<file path="src/rtl/pse_cfg_pkg.sv">
// Shared constants, types and decode helpers for the port configuration register bank
package pse_cfg_pkg;

  // ****************************************************************
  // Register offsets and field positions
  // ****************************************************************
  localparam logic [7:0] DISCONNECT_MONITOR_ENABLE_ADDR = 8'h13;
  localparam logic [7:0] DISCOVERY_CLASSIFY_ENABLE_ADDR = 8'h14;
  localparam logic [7:0] CADENCE_HIGHPOWER_ENABLE_ADDR  = 8'h15;
  localparam logic [7:0] PROTECTION_TIMING_ADDR         = 8'h16;
  localparam logic [7:0] MISC_CONFIG_ONE_ADDR           = 8'h17;

  localparam int AC_LSB         = 4;   // AC enables and classify enables sit in bits 7:4
  localparam int HP_ALL_BIT     = 7;
  localparam int HP_CL_LSB      = 4;
  localparam int RESTART_LSB    = 6;
  localparam int START_LSB      = 4;
  localparam int FAULT_LSB      = 2;
  localparam int REMOVAL_LSB    = 0;
  localparam int INT_EN_BIT     = 7;
  localparam int RESTART_EN_BIT = 6;
  localparam int BLOCK_POWER_ON_CLASS_FAULT_BIT    = 3;
  localparam int CL_PROT_BIT    = 2;
  localparam int OUT_ISO_BIT    = 1;

  // ****************************************************************
  // Reset values and write masks
  // ****************************************************************
  localparam logic [7:0] TIMING_RESET   = 8'h00;
  localparam logic [7:0] MISC_RESET     = 8'hC0;
  localparam logic [7:0] MISC_WR_MASK   = 8'hCE;
  localparam logic [7:0] CLASS_OVER_LIM = 8'h07;  // class result code for current limit
  localparam logic [1:0] INIT_DONE      = 2'h3;
  localparam logic [1:0] INIT_LOAD      = 2'h2;

  // ****************************************************************
  // Timing figures and derived cycle counts
  // ****************************************************************
  localparam longint unsigned CLK_HZ        = 64'd20000000;
  localparam longint unsigned START_NOM_MS  = 64'd60;
  localparam longint unsigned FAULT_NOM_MS  = 64'd60;
  localparam longint unsigned REMOVE_NOM_MS = 64'd350;
  localparam longint unsigned BACKOFF_MS    = 64'd2200;
  localparam longint unsigned START_NOM_CYC  = START_NOM_MS * CLK_HZ / 64'd1000;
  localparam longint unsigned FAULT_NOM_CYC  = FAULT_NOM_MS * CLK_HZ / 64'd1000;
  localparam longint unsigned REMOVE_NOM_CYC = REMOVE_NOM_MS * CLK_HZ / 64'd1000;
  localparam longint unsigned BACKOFF_CYC    = BACKOFF_MS * CLK_HZ / 64'd1000;

  // ****************************************************************
  // Enumerations and carriers
  // ****************************************************************
  typedef enum logic [1:0] {MODE_SHUTDOWN, MODE_MANUAL, MODE_SEMI, MODE_AUTO} port_mode_e;
  typedef enum logic [1:0] {SEQ_IDLE, SEQ_DISCOVER, SEQ_CLASSIFY} seq_e;

  typedef struct packed {
    logic       powered;
    logic       port_power_good;
    logic       discovery_done;
    logic       discovery_ok;
    logic       classify_done;
    logic       overcurrent_shutdown;
    logic [2:0] class_result;
  } port_in_s;

  typedef struct packed {
    logic       dc_monitor_run;
    logic       ac_monitor_run;
    logic       discovery_active;
    logic       classify_active;
    logic       discovery_backoff;
    logic       repower_blocked;
    logic       high_power_apply;
    logic [2:0] overcurrent_threshold_voltage;
  } port_out_s;

  // ****************************************************************
  // Decode helpers
  // ****************************************************************
  function automatic port_mode_e mode_of(input logic [7:0] modes, input int p);
    mode_of = port_mode_e'(modes[2*p +: 2]);
  endfunction : mode_of

  // Scales a nominal count; removal time uses its own scale column
  function automatic logic [31:0] scale_time(input logic [1:0] code, input logic [31:0] nom,
                                             input logic removal);
    unique case (code)
      2'h0: scale_time = nom;
      2'h1: scale_time = removal ? (nom >> 2) : (nom >> 1);
      2'h2: scale_time = removal ? (nom >> 1) : (nom << 1);
      2'h3: scale_time = removal ? (nom << 1) : (nom << 2);
    endcase
  endfunction : scale_time

  // Off time after an overcurrent fault as a multiple of the fault time
  function automatic logic [31:0] restart_time(input logic [1:0] code, input logic [31:0] fault);
    unique case (code)
      2'h0: restart_time = fault << 4;
      2'h1: restart_time = fault << 5;
      2'h2: restart_time = fault << 6;
      2'h3: restart_time = 32'h0;
    endcase
  endfunction : restart_time

endpackage : pse_cfg_pkg

</file>
<file path="src/rtl/port_timer.sv">
// Loadable down-counter that reports busy while it is running
`timescale 1ns/10ps
module port_timer #(
  parameter int W = 32
) (
  input  wire logic         sys_clk,
  input  wire logic         nrst,
  input  wire logic         load,
  input  wire logic [W-1:0] load_val,
  output logic              busy
);

  typedef struct packed {
    logic [W-1:0] cnt;
    logic         busy;
  } timer_state_s;

  timer_state_s state_ff;
  timer_state_s nxt_state;

  // ****************************************************************
  // Count down; a load restarts the count, a zero load stays idle
  // ****************************************************************
  always_comb
  begin
    nxt_state = state_ff;
    if (load)
      nxt_state.cnt = load_val;
    else if (state_ff.cnt != '0)
      nxt_state.cnt = state_ff.cnt - W'(1);
    nxt_state.busy = (nxt_state.cnt != '0);
  end

  // State register
  always_ff @(posedge sys_clk or negedge nrst)
  begin
    if (!nrst)
      state_ff <= '0;
    else
      state_ff <= nxt_state;
  end

  assign busy = state_ff.busy;

endmodule : port_timer

</file>
<file path="src/rtl/pse_port_config_registers.sv">
// Per-port configuration register bank of a four-port power-sourcing controller
//
// Contract
// - Mode code 00 shutdown,01 manual,10 semi,11 auto.
// - DC enable runs DC removal monitoring.
// - AC enable runs AC removal monitoring.
// - Monitoring only while powered and power good.
// - Disconnect enables reset to 0000 plus strap.
// - Discovery before classification; classification alone allowed.
// - Manual mode enables clear when routine completes.
// - Auto entry sets enables; semi/manual clears them.
// - Discovery/classify enables reset to auto strap.
// - Backoff pauses 2.2 s after failed discovery.
// - Backoff bits reset to midspan AND auto.
// - Startup limit time scaled by code.
// - Fault limit time scaled by code.
// - Removal time scaled by code.
// - Restart off time multiple of fault time.
// - Restart protection blocks repower until timer expires.
// - Class protection lowers threshold by class result.
// - High power applied only after successful startup.
// - Isolation bit puts sense pins high impedance.
// - Bit 7 gates interrupt output, resets high.
// - Auto mode blocks power after class overcurrent.
`timescale 1ns/10ps
module pse_port_config_registers #(
  parameter logic [31:0] START_NOM_CYC  = 32'(pse_cfg_pkg::START_NOM_CYC),
  parameter logic [31:0] FAULT_NOM_CYC  = 32'(pse_cfg_pkg::FAULT_NOM_CYC),
  parameter logic [31:0] REMOVE_NOM_CYC = 32'(pse_cfg_pkg::REMOVE_NOM_CYC),
  parameter logic [31:0] BACKOFF_CYC    = 32'(pse_cfg_pkg::BACKOFF_CYC)
) (
  input  wire logic                         sys_clk,
  input  wire logic                         nrst,
  input  wire logic                         auto_strap,
  input  wire logic                         midspan_strap,
  input  wire logic [7:0]                   reg_addr,
  input  wire logic [7:0]                   reg_wdata,
  input  wire logic                         reg_wr,
  input  wire logic                         reg_rd,
  output logic [7:0]                        reg_rdata,
  input  wire logic [7:0]                   port_mode,
  input  wire pse_cfg_pkg::port_in_s [3:0]  port_in,
  output pse_cfg_pkg::port_out_s [3:0]      port_out,
  input  wire logic                         int_request,
  output logic                              int_pin_out,
  output logic                              int_pin_oe,
  output logic                              sense_pin_hiz,
  output logic                              block_power_on_class_fault,
  output logic [3:0]                        power_refused,
  output logic [31:0]                       start_limit_cyc,
  output logic [31:0]                       fault_limit_cyc,
  output logic [31:0]                       removal_limit_cyc
);

  typedef struct packed {
    logic [1:0]                   strap_meta;
    logic [1:0]                   strap_sync;
    logic [1:0]                   init_cnt;
    logic [7:0]                   disconnect_monitor_enable;
    logic [7:0]                   discovery_classify_enable;
    logic [7:0]                   cadence_highpower_enable;
    logic [7:0]                   protection_timing;
    logic [7:0]                   misc_config_one;
    logic [7:0]                   mode_prev;
    pse_cfg_pkg::seq_e [3:0]      seq;
    logic [7:0]                   rdata;
    pse_cfg_pkg::port_out_s [3:0] pout;
    logic                         int_oe;
    logic                         hiz;
    logic [3:0]                   refused;
    logic [31:0]                  start_cyc;
    logic [31:0]                  fault_cyc;
    logic [31:0]                  removal_cyc;
  } cfg_state_s;

  cfg_state_s  state_ff;
  cfg_state_s  nxt_state;
  logic [3:0]  backoff_load;
  logic [3:0]  restart_load;
  logic [3:0]  backoff_busy;
  logic [3:0]  restart_busy;
  logic [31:0] restart_cyc;

  // ****************************************************************
  // Per-port backoff and restart timers
  // ****************************************************************
  assign restart_cyc = pse_cfg_pkg::restart_time(state_ff.protection_timing[pse_cfg_pkg::RESTART_LSB +: 2],
                                                 state_ff.fault_cyc);

  genvar gp;
  generate
    for (gp = 0; gp < 4; gp++)
    begin : g_port
      port_timer #(.W(32)) u_backoff (
        .sys_clk  (sys_clk),
        .nrst     (nrst),
        .load     (backoff_load[gp]),
        .load_val (BACKOFF_CYC),
        .busy     (backoff_busy[gp])
      );
      port_timer #(.W(32)) u_restart (
        .sys_clk  (sys_clk),
        .nrst     (nrst),
        .load     (restart_load[gp]),
        .load_val (restart_cyc),
        .busy     (restart_busy[gp])
      );
    end
  endgenerate

  // ****************************************************************
  // Next-state logic
  // ****************************************************************
  always_comb
  begin
    pse_cfg_pkg::port_mode_e m;
    pse_cfg_pkg::port_mode_e mp;
    logic                    auto_l;
    logic                    go;
    m      = pse_cfg_pkg::MODE_SHUTDOWN;
    mp     = pse_cfg_pkg::MODE_SHUTDOWN;
    auto_l = state_ff.strap_sync[0];
    go     = 1'b0;
    nxt_state = state_ff;
    backoff_load = '0;
    restart_load = '0;

    // Strap synchroniser and one-time load of strap-dependent resets
    nxt_state.strap_meta = {midspan_strap, auto_strap};
    nxt_state.strap_sync = state_ff.strap_meta;
    if (state_ff.init_cnt != pse_cfg_pkg::INIT_DONE)
      nxt_state.init_cnt = state_ff.init_cnt + 2'h1;
    if (state_ff.init_cnt == pse_cfg_pkg::INIT_LOAD)
    begin
      nxt_state.disconnect_monitor_enable = {4'h0, {4{auto_l}}};
      nxt_state.discovery_classify_enable = {8{auto_l}};
      nxt_state.cadence_highpower_enable  = {4'h0, {4{auto_l & state_ff.strap_sync[1]}}};
    end
    nxt_state.mode_prev = port_mode;

    // Per-port sequencing and status
    for (int p = 0; p < 4; p++)
    begin
      m  = pse_cfg_pkg::mode_of(port_mode, p);
      mp = pse_cfg_pkg::mode_of(state_ff.mode_prev, p);
      // A mode change to auto, semi or manual reloads this port's discovery and classify enables
      if (m != mp && state_ff.init_cnt == pse_cfg_pkg::INIT_DONE)
      begin
        if (m == pse_cfg_pkg::MODE_AUTO)
        begin
          nxt_state.discovery_classify_enable[p]   = 1'b1;
          nxt_state.discovery_classify_enable[p+4] = 1'b1;
        end
        else if (m != pse_cfg_pkg::MODE_SHUTDOWN)
        begin
          nxt_state.discovery_classify_enable[p]   = 1'b0;
          nxt_state.discovery_classify_enable[p+4] = 1'b0;
        end
      end
      go = (state_ff.init_cnt == pse_cfg_pkg::INIT_DONE) && (m != pse_cfg_pkg::MODE_SHUTDOWN)
           && !port_in[p].powered;
      unique case (state_ff.seq[p])
        pse_cfg_pkg::SEQ_IDLE:
          // A mode change first reloads the enables, so never launch from the stale value
          if (go && !backoff_busy[p] && m == mp)
          begin
            if (state_ff.discovery_classify_enable[p])
              nxt_state.seq[p] = pse_cfg_pkg::SEQ_DISCOVER;
            else if (state_ff.discovery_classify_enable[p+4])
              nxt_state.seq[p] = pse_cfg_pkg::SEQ_CLASSIFY;
          end
        pse_cfg_pkg::SEQ_DISCOVER:
          if (!go)
            nxt_state.seq[p] = pse_cfg_pkg::SEQ_IDLE;
          else if (port_in[p].discovery_done)
          begin
            if (m == pse_cfg_pkg::MODE_MANUAL)
              nxt_state.discovery_classify_enable[p] = 1'b0;
            if (!port_in[p].discovery_ok)
            begin
              backoff_load[p]  = state_ff.cadence_highpower_enable[p];
              nxt_state.seq[p] = pse_cfg_pkg::SEQ_IDLE;
            end
            else if (state_ff.discovery_classify_enable[p+4])
              nxt_state.seq[p] = pse_cfg_pkg::SEQ_CLASSIFY;
            else
              nxt_state.seq[p] = pse_cfg_pkg::SEQ_IDLE;
          end
        pse_cfg_pkg::SEQ_CLASSIFY:
          if (!go)
            nxt_state.seq[p] = pse_cfg_pkg::SEQ_IDLE;
          else if (port_in[p].classify_done)
          begin
            if (m == pse_cfg_pkg::MODE_MANUAL)
              nxt_state.discovery_classify_enable[p+4] = 1'b0;
            nxt_state.seq[p] = pse_cfg_pkg::SEQ_IDLE;
          end
        default:
          nxt_state.seq[p] = pse_cfg_pkg::SEQ_IDLE;
      endcase
      restart_load[p] = port_in[p].overcurrent_shutdown
                        && state_ff.misc_config_one[pse_cfg_pkg::RESTART_EN_BIT];

      // Per-port outputs, all registered
      nxt_state.pout[p].dc_monitor_run = state_ff.disconnect_monitor_enable[p]
                                         && port_in[p].powered && port_in[p].port_power_good;
      nxt_state.pout[p].ac_monitor_run = state_ff.disconnect_monitor_enable[p+4]
                                         && port_in[p].powered && port_in[p].port_power_good;
      nxt_state.pout[p].discovery_active  = (nxt_state.seq[p] == pse_cfg_pkg::SEQ_DISCOVER);
      nxt_state.pout[p].classify_active   = (nxt_state.seq[p] == pse_cfg_pkg::SEQ_CLASSIFY);
      nxt_state.pout[p].discovery_backoff = backoff_busy[p];
      nxt_state.pout[p].repower_blocked   = restart_busy[p];
      nxt_state.pout[p].high_power_apply  = port_in[p].port_power_good && port_in[p].powered
        && (state_ff.cadence_highpower_enable[pse_cfg_pkg::HP_ALL_BIT]
            || state_ff.cadence_highpower_enable[pse_cfg_pkg::HP_CL_LSB + p]);
      nxt_state.pout[p].overcurrent_threshold_voltage =
        state_ff.misc_config_one[pse_cfg_pkg::CL_PROT_BIT] ? port_in[p].class_result : 3'h0;
      nxt_state.refused[p] = restart_busy[p]
        || (m == pse_cfg_pkg::MODE_AUTO && state_ff.misc_config_one[pse_cfg_pkg::BLOCK_POWER_ON_CLASS_FAULT_BIT]
            && port_in[p].class_result == pse_cfg_pkg::CLASS_OVER_LIM[2:0]);
    end

    // Software write; a set from software wins over a hardware clear
    if (reg_wr && state_ff.init_cnt == pse_cfg_pkg::INIT_DONE)
    begin
      unique case (reg_addr)
        pse_cfg_pkg::DISCONNECT_MONITOR_ENABLE_ADDR: nxt_state.disconnect_monitor_enable = reg_wdata;
        pse_cfg_pkg::DISCOVERY_CLASSIFY_ENABLE_ADDR: nxt_state.discovery_classify_enable = reg_wdata;
        pse_cfg_pkg::CADENCE_HIGHPOWER_ENABLE_ADDR:  nxt_state.cadence_highpower_enable  = reg_wdata;
        pse_cfg_pkg::PROTECTION_TIMING_ADDR:         nxt_state.protection_timing         = reg_wdata;
        pse_cfg_pkg::MISC_CONFIG_ONE_ADDR:
          nxt_state.misc_config_one = reg_wdata & pse_cfg_pkg::MISC_WR_MASK;
        default: ;
      endcase
    end

    // Registered read data; unmapped offsets read zero
    if (reg_rd)
    begin
      unique case (reg_addr)
        pse_cfg_pkg::DISCONNECT_MONITOR_ENABLE_ADDR: nxt_state.rdata = state_ff.disconnect_monitor_enable;
        pse_cfg_pkg::DISCOVERY_CLASSIFY_ENABLE_ADDR: nxt_state.rdata = state_ff.discovery_classify_enable;
        pse_cfg_pkg::CADENCE_HIGHPOWER_ENABLE_ADDR:  nxt_state.rdata = state_ff.cadence_highpower_enable;
        pse_cfg_pkg::PROTECTION_TIMING_ADDR:         nxt_state.rdata = state_ff.protection_timing;
        pse_cfg_pkg::MISC_CONFIG_ONE_ADDR:           nxt_state.rdata = state_ff.misc_config_one;
        default:                                     nxt_state.rdata = 8'h00;
      endcase
    end

    // Global outputs and scaled timing counts
    nxt_state.int_oe = int_request && state_ff.misc_config_one[pse_cfg_pkg::INT_EN_BIT];
    nxt_state.hiz    = state_ff.misc_config_one[pse_cfg_pkg::OUT_ISO_BIT];
    nxt_state.start_cyc = pse_cfg_pkg::scale_time(
      state_ff.protection_timing[pse_cfg_pkg::START_LSB +: 2], START_NOM_CYC, 1'b0);
    nxt_state.fault_cyc = pse_cfg_pkg::scale_time(
      state_ff.protection_timing[pse_cfg_pkg::FAULT_LSB +: 2], FAULT_NOM_CYC, 1'b0);
    nxt_state.removal_cyc = pse_cfg_pkg::scale_time(
      state_ff.protection_timing[pse_cfg_pkg::REMOVAL_LSB +: 2], REMOVE_NOM_CYC, 1'b1);
  end

  // ****************************************************************
  // State register
  // ****************************************************************
  always_ff @(posedge sys_clk or negedge nrst)
  begin
    if (!nrst)
    begin
      state_ff                   <= '0;
      state_ff.protection_timing <= pse_cfg_pkg::TIMING_RESET;
      state_ff.misc_config_one   <= pse_cfg_pkg::MISC_RESET;
    end
    else
      state_ff <= nxt_state;
  end

  // Outputs straight from the state register; int_pin_out is tied low
  assign reg_rdata                  = state_ff.rdata;
  assign port_out                   = state_ff.pout;
  assign int_pin_out                = 1'b0;  // Open drain: only ever pulls low
  assign int_pin_oe                 = state_ff.int_oe;
  assign sense_pin_hiz              = state_ff.hiz;
  assign block_power_on_class_fault = state_ff.misc_config_one[pse_cfg_pkg::BLOCK_POWER_ON_CLASS_FAULT_BIT];
  assign power_refused              = state_ff.refused;
  assign start_limit_cyc            = state_ff.start_cyc;
  assign fault_limit_cyc            = state_ff.fault_cyc;
  assign removal_limit_cyc          = state_ff.removal_cyc;
endmodule : pse_port_config_registers

</file>
<file path="config.mk">
export PLATFORM = sky130hd
export DESIGN_NAME = pse_port_config_registers
export DESIGN_NICKNAME = d
export VERILOG_FILES = /design/src/rtl/pse_cfg_pkg.sv /design/src/rtl/port_timer.sv /design/src/rtl/pse_port_config_registers.sv
export SDC_FILE = /design/constraint.sdc
export NUM_CORES = 1
export LEC_CHECK = 0
export CORE_UTILIZATION = 38
export CTS_CLUSTER_DIAMETER = 150
export DETAILED_ROUTE_END_ITERATION = 10
export DONT_BUFFER_PORTS = 1
export PLACE_DENSITY = 0.51
export SLEW_MARGIN = 10
export SYNTH_ARGS = -nofsm -noshare
export SYNTH_HDL_FRONTEND = slang
export SYNTH_HIERARCHICAL = 1
export SYNTH_SLANG_ARGS = --single-unit
</file>
<file path="constraint.sdc">
create_clock -name sys_clk -period 6.1 [get_ports sys_clk]
set_clock_uncertainty 0.15 [all_clocks]
set_input_delay 1.22 -clock sys_clk [delete_from_list [all_inputs] [get_ports sys_clk]]
set_output_delay 1.22 -clock sys_clk [all_outputs]
set_load 0.02 [all_outputs]
</file>
* Yosys cells after proc, flatten, opt, wreduce, memory -nomap -nowiden
Cells that the tools add are included.
Word-level totals: flip-flop bits (word level) 473, output and inout bits 152, input bits 67, word-level logic and storage cells 381
Operators by class: add/sub/neg operators 9, equality and inequality tests 56, mux-type cells 144, reductions and logical operators 103, bitwise logic cells 1
Operator list (number):
- $mux 32 | 16
- $pmux 32 s4 | 4
- $reduce_bool 32->1 | 16
- $sub 32x1->32 const B | 8
- $mux 1 | 72
- $mux 2 | 36
- $logic_and 1x1->1 | 58
- $eq 2x2->1 const B | 22
- $eq 8x5->1 const B | 5
- $mux 40 | 1
- $mux 8 | 5
- $pmux 8 s5 | 1
- $eq 2x1->1 const B | 16
- $mux 24 | 1
- $pmux 2 s3 | 4
- $logic_not 2->1 | 8
- $eq 3x3->1 const B | 4
- $mux 3 | 4
- $eq 2x2->1 | 4
- $logic_not 1->1 | 8
- $ne 2x2->1 | 4
- $reduce_bool 2->1 | 4
- $logic_or 1x1->1 | 7
- $reduce_and 2->1 | 2
- other kinds (3) | 3

* Depth between registers and ports, before layout
depth after elaboration 11, mapped depth 16, depth with buffers taken out 12

* By module
Netlist, hierarchy kept.
By module, submodules not included:
- port_timer (g_port[0].u_backoff ...) | area an instance 2297.2 sq um, cells each 260, instances 5
- pse_port_config_registers | area an instance 7483.4 sq um, cells each 726, instances 1
- port_timer (g_port[2].u_restart ...) | area an instance 2252.2 sq um, cells each 270, instances 3

* Worst setup path after synthesis
Ideal clock, no wire load.
kind input to register, from input port port_mode[7], to register g_port[3].u_backoff.state_ff (netlist bit g_port[3].u_backoff/busy), cell stages on the path 12, slack 1.438 ns, buffers on the path 1, arrival 4.374 ns, library setup time 0.139 ns, data required time 5.811 ns, cell sequence nor2_1 or4b_2 nor4_1 inv_1 clkbuf_1 o211ai_1 o311ai_0 a41o_1 or4_1 nor4_1 nand4b_1 or4_1
RTL lines:
- start, declared | RTL line pse_port_config_registers.sv:41 | input wire logic [7:0] port_mode,
- end signal, assigned | RTL line port_timer.sv:40 | state_ff <= nxt_state;
- end, declared | RTL line port_timer.sv:18 | timer_state_s state_ff;

==> impl_metrics.tcl <==
set metrics [dict create \
    status "finished, final reports clean" \
    p_sw_mw 2.342 \
    io_pins 219 \
    port_buffers 0 \
    grt_use_total_pct 21.71 \
    ys_warn_count 6 \
    power.density_mw_per_mm2 281.6 \
    rsz0062_at_grt "false" \
    dp_slack_ns 0.9612 \
    cp-startpoint "port_mode[7]" \
    drtIter0Drc 1724 \
    h-tree-depth 2 \
    p_int_mw 5.626 \
    p_seq_share_pct 43.0 \
    layout.cells.most_common_list "dfrtp_1 (406), nand2_1 (287), conb_1 (285)" \
    worstSetupPathType "in2reg" \
    cap_violations 0 \
    post_cts_buffers 0 \
    first_global_vias 20790 \
    fin_crit_ns 4.585 \
    die_w_um 262.2 \
    clkSlewWorstSetupHoldPaths_ns 0.06 \
    yosysSeqAreaShare_pct 39.70 \
    pwr-share-clk_pct 42.6 \
    worstMarginPinSlew_ns 1.258 \
    gp_congestion 0.8896 \
    fin_crit_sh_pct 75.17 \
    syn_avg_cell_area_um2 9.071 \
    switching_share_pct 29.39 \
    dp_cells 3736 \
    grt_pass1_wl_um 119000 \
    postPlaceCellArea_mm2 0.02640 \
    cp-start-kind "input port" \
    die_area_mm2 0.06874 \
    core-area_mm2 0.06704 \
    cts_made_buffers 51 \
    clkLatencyLatePin_ns 0.60 \
    drive_above_1_share_pct 9.432 \
    fmax_mhz 218.1 \
    cts_resized 0 \
    final_core_util_pct 42.20 \
    grt_antenna_before_repair 4 \
    viasPerCell 5.609 \
    cts_buffer_depth 3 \
    synth_edf_count 0 \
    antenna_left 0 \
    synthFlopType "dfrtp_1" \
    ir_drop_mv 0.1907 \
    slew_viol_final 0 \
    setup_viol 0 \
    relSlewSlack_pct 16.11 \
    min_path_type "in2async" \
    hold_ws_ns 0.1694 \
    vias 21490 \
    row_count 95 \
    postLayoutCellArea_mm2 0.02829 \
    cellLeakagePower_nw 10.73 \
    crit_buf_inv 3 \
    cts_hold_buf 0 \
    netlist_instances 2836 \
    drt-wirelength-per-cell_um 19.53 \
    path_cells "nor2_1 -> or4b_2 -> nor4_2 -> buf_4 -> inv_1 -> buf_4 -> o211ai_1 -> o311ai_0 -> a41o_1 -> or4_1 -> nor4_1 -> nand4b_1 -> or4_1" \
    layout.cells.non_filler 3832 \
    end_kind "flip-flop" \
    grt_overflow 0 \
    cts_root_buf "clkbuf_16" \
    total_power_mw 7.968 \
    ys_ff_latch 408 \
    grt_max_degree 409 \
    first_pass_iters 5 \
    arrival_ns 4.89 \
    reg2reg_from "state_ff[206]" \
    cts.sinks 408 \
    syn-cell-area_mm2 0.02573 \
    tns_ns 0 \
    max_stage_delay_ns 0.67 \
    critPathTopFamily "simple AND/OR/NAND/NOR gates" \
    syn2layout_area_growth_pct 9.970 \
    final_critical_path_setup_slack_ns 1.515 \
    cp_slowest_cell "or4b_2" \
    pwr-share-comb_pct 14.3 \
    cp_max_fo 29 \
    synth.distinct_cells 76 \
    die_height_um 262.2 \
    remaining_drc_errors 0 \
    final_common_cell "dfrtp_1" \
    totalWireLength_um 74830 \
    cts_tree "yes" \
    worstPathRequired_ns 6.40 \
    hold_violations 0 \
    async_reset_ff_share_pct 100.0 \
    hpwl_um 53040 \
    start_util_pct 38.37 \
    nets 3008 \
]
==> worst reg2reg max path, cell delays in order (launching register included) <==
cell	delay, ns
dfrtp_1	0.39
ha_1	0.18
or4b_2	0.65
nor4_2	0.26
buf_4	0.22
inv_1	0.06
buf_4	0.23
o211ai_1	0.14
o311ai_0	0.19
a41o_1	0.28
or4_1	0.53
nor4_1	0.36
nand4b_1	0.15
or4_1	0.56
==> worst paths after layout <==
path | to | slack [ns] | depth (start not counted)
worst min-delay path | removal_limit_cyc[18] | 0.17 | 0
max in group asynchronous | g_port[2].u_restart/state_ff[1] | 4.60 | 0
worst max-delay path | g_port[3].u_backoff/busy | 1.51 | 13
worst min register to register | state_ff[209] | 0.20 | 0
worst max register to register | g_port[3].u_backoff/busy | 1.63 | 13
min in group sys_clk | state_ff[209] | 0.20 | 0
==> logic make-up (layout without fill, tap and decap cells) <==
kind of cell / count (synthesis) / count (layout) / share of synthesized area [%]
buffers and inverters: 392 / 231 / 8.375
adder cells (fa/ha/maj): 25 / 25 / 1.216
AND/OR/NAND/NOR: 1223 / 1223 / 26.95
AO/OA/AOI/OAI: 605 / 605 / 16.97
multiplexers: 69 / 69 / 2.942
flip-flops: 408 / 408 / 39.70
XOR/XNOR: 112 / 112 / 3.813
other: 2 / 286 / 0.02919
==> final cells by class <==
| class | instances | area, µm² |
|---|---|---|
| repair buffers | 36 | 270.3 |
| clock buffers | 63 | 1404 |
| diodes | 1 | 2.502 |
| fillers | 6644 | 38750 |
| flip-flops and latches | 408 | 10210 |
| clock inverters | 32 | 484.2 |
| well taps | 873 | 1092 |
| inverters | 100 | 375.4 |
| multi-input cells | 2319 | 14450 |
==> power groups by stage <==
| stage | Clock [mW] | Sequential (mW) | Combinational, mW |
|---|---|---|---|
| after floorplan | 0 | 3.30 | 1.02 |
| after global placement | 0 | 3.45 | 1.11 |
| after detailed placement | 0 | 3.46 | 1.13 |
| after CTS | 3.50 | 3.42 | 1.14 |
| after global routing | 3.61 | 3.48 | 1.27 |
| final | 3.40 | 3.43 | 1.14 |
==> cell usage after synthesis, drive strengths merged (62+ instances only) <==
| master | number | area share, % |
|---|---|---|
| nor4 | 96 | 3.2 |
| or4 | 91 | 2.8 |
| nor3 | 104 | 2.1 |
| a21oi | 64 | 1.2 |
| dfrtp | 406 | 39 |
| inv | 100 | 1.5 |
| nand2 | 287 | 4.2 |
| nor2 | 190 | 2.8 |
| buf | 188 | 5.4 |
| nand3 | 66 | 1.3 |
| o21ai | 143 | 2.8 |
| nand4 | 62 | 1.5 |
| xor2 | 68 | 2.3 |
| clkbuf | 104 | 1.5 |
==> state kept, by name (all words and copies together) (netlist names), 3 cells and up <==
| name | count |
|---|---|
| fault_limit_cyc | 10 |
| g_port.u_backoff/busy | 4 |
| g_port.u_backoff/state_ff | 128 |
| g_port.u_restart/busy | 4 |
| g_port.u_restart/state_ff | 128 |
| nxt_state | 3 |
| port_out | 40 |
| power_refused | 4 |
| reg_rdata | 8 |
| removal_limit_cyc | 12 |
| start_limit_cyc | 9 |
| state_ff | 55 |
==> metal layers <==
metal	share of wire (%)	up-vias	GRT usage, %
met5	0.017	-	0
li1	-	10330	-
met4	2.5	2	6.134
met1	47	10490	30.42
met3	5.2	120	3.549
met2	46	550	34.40
No activity file was read; power rests on OpenSTA's default activity.
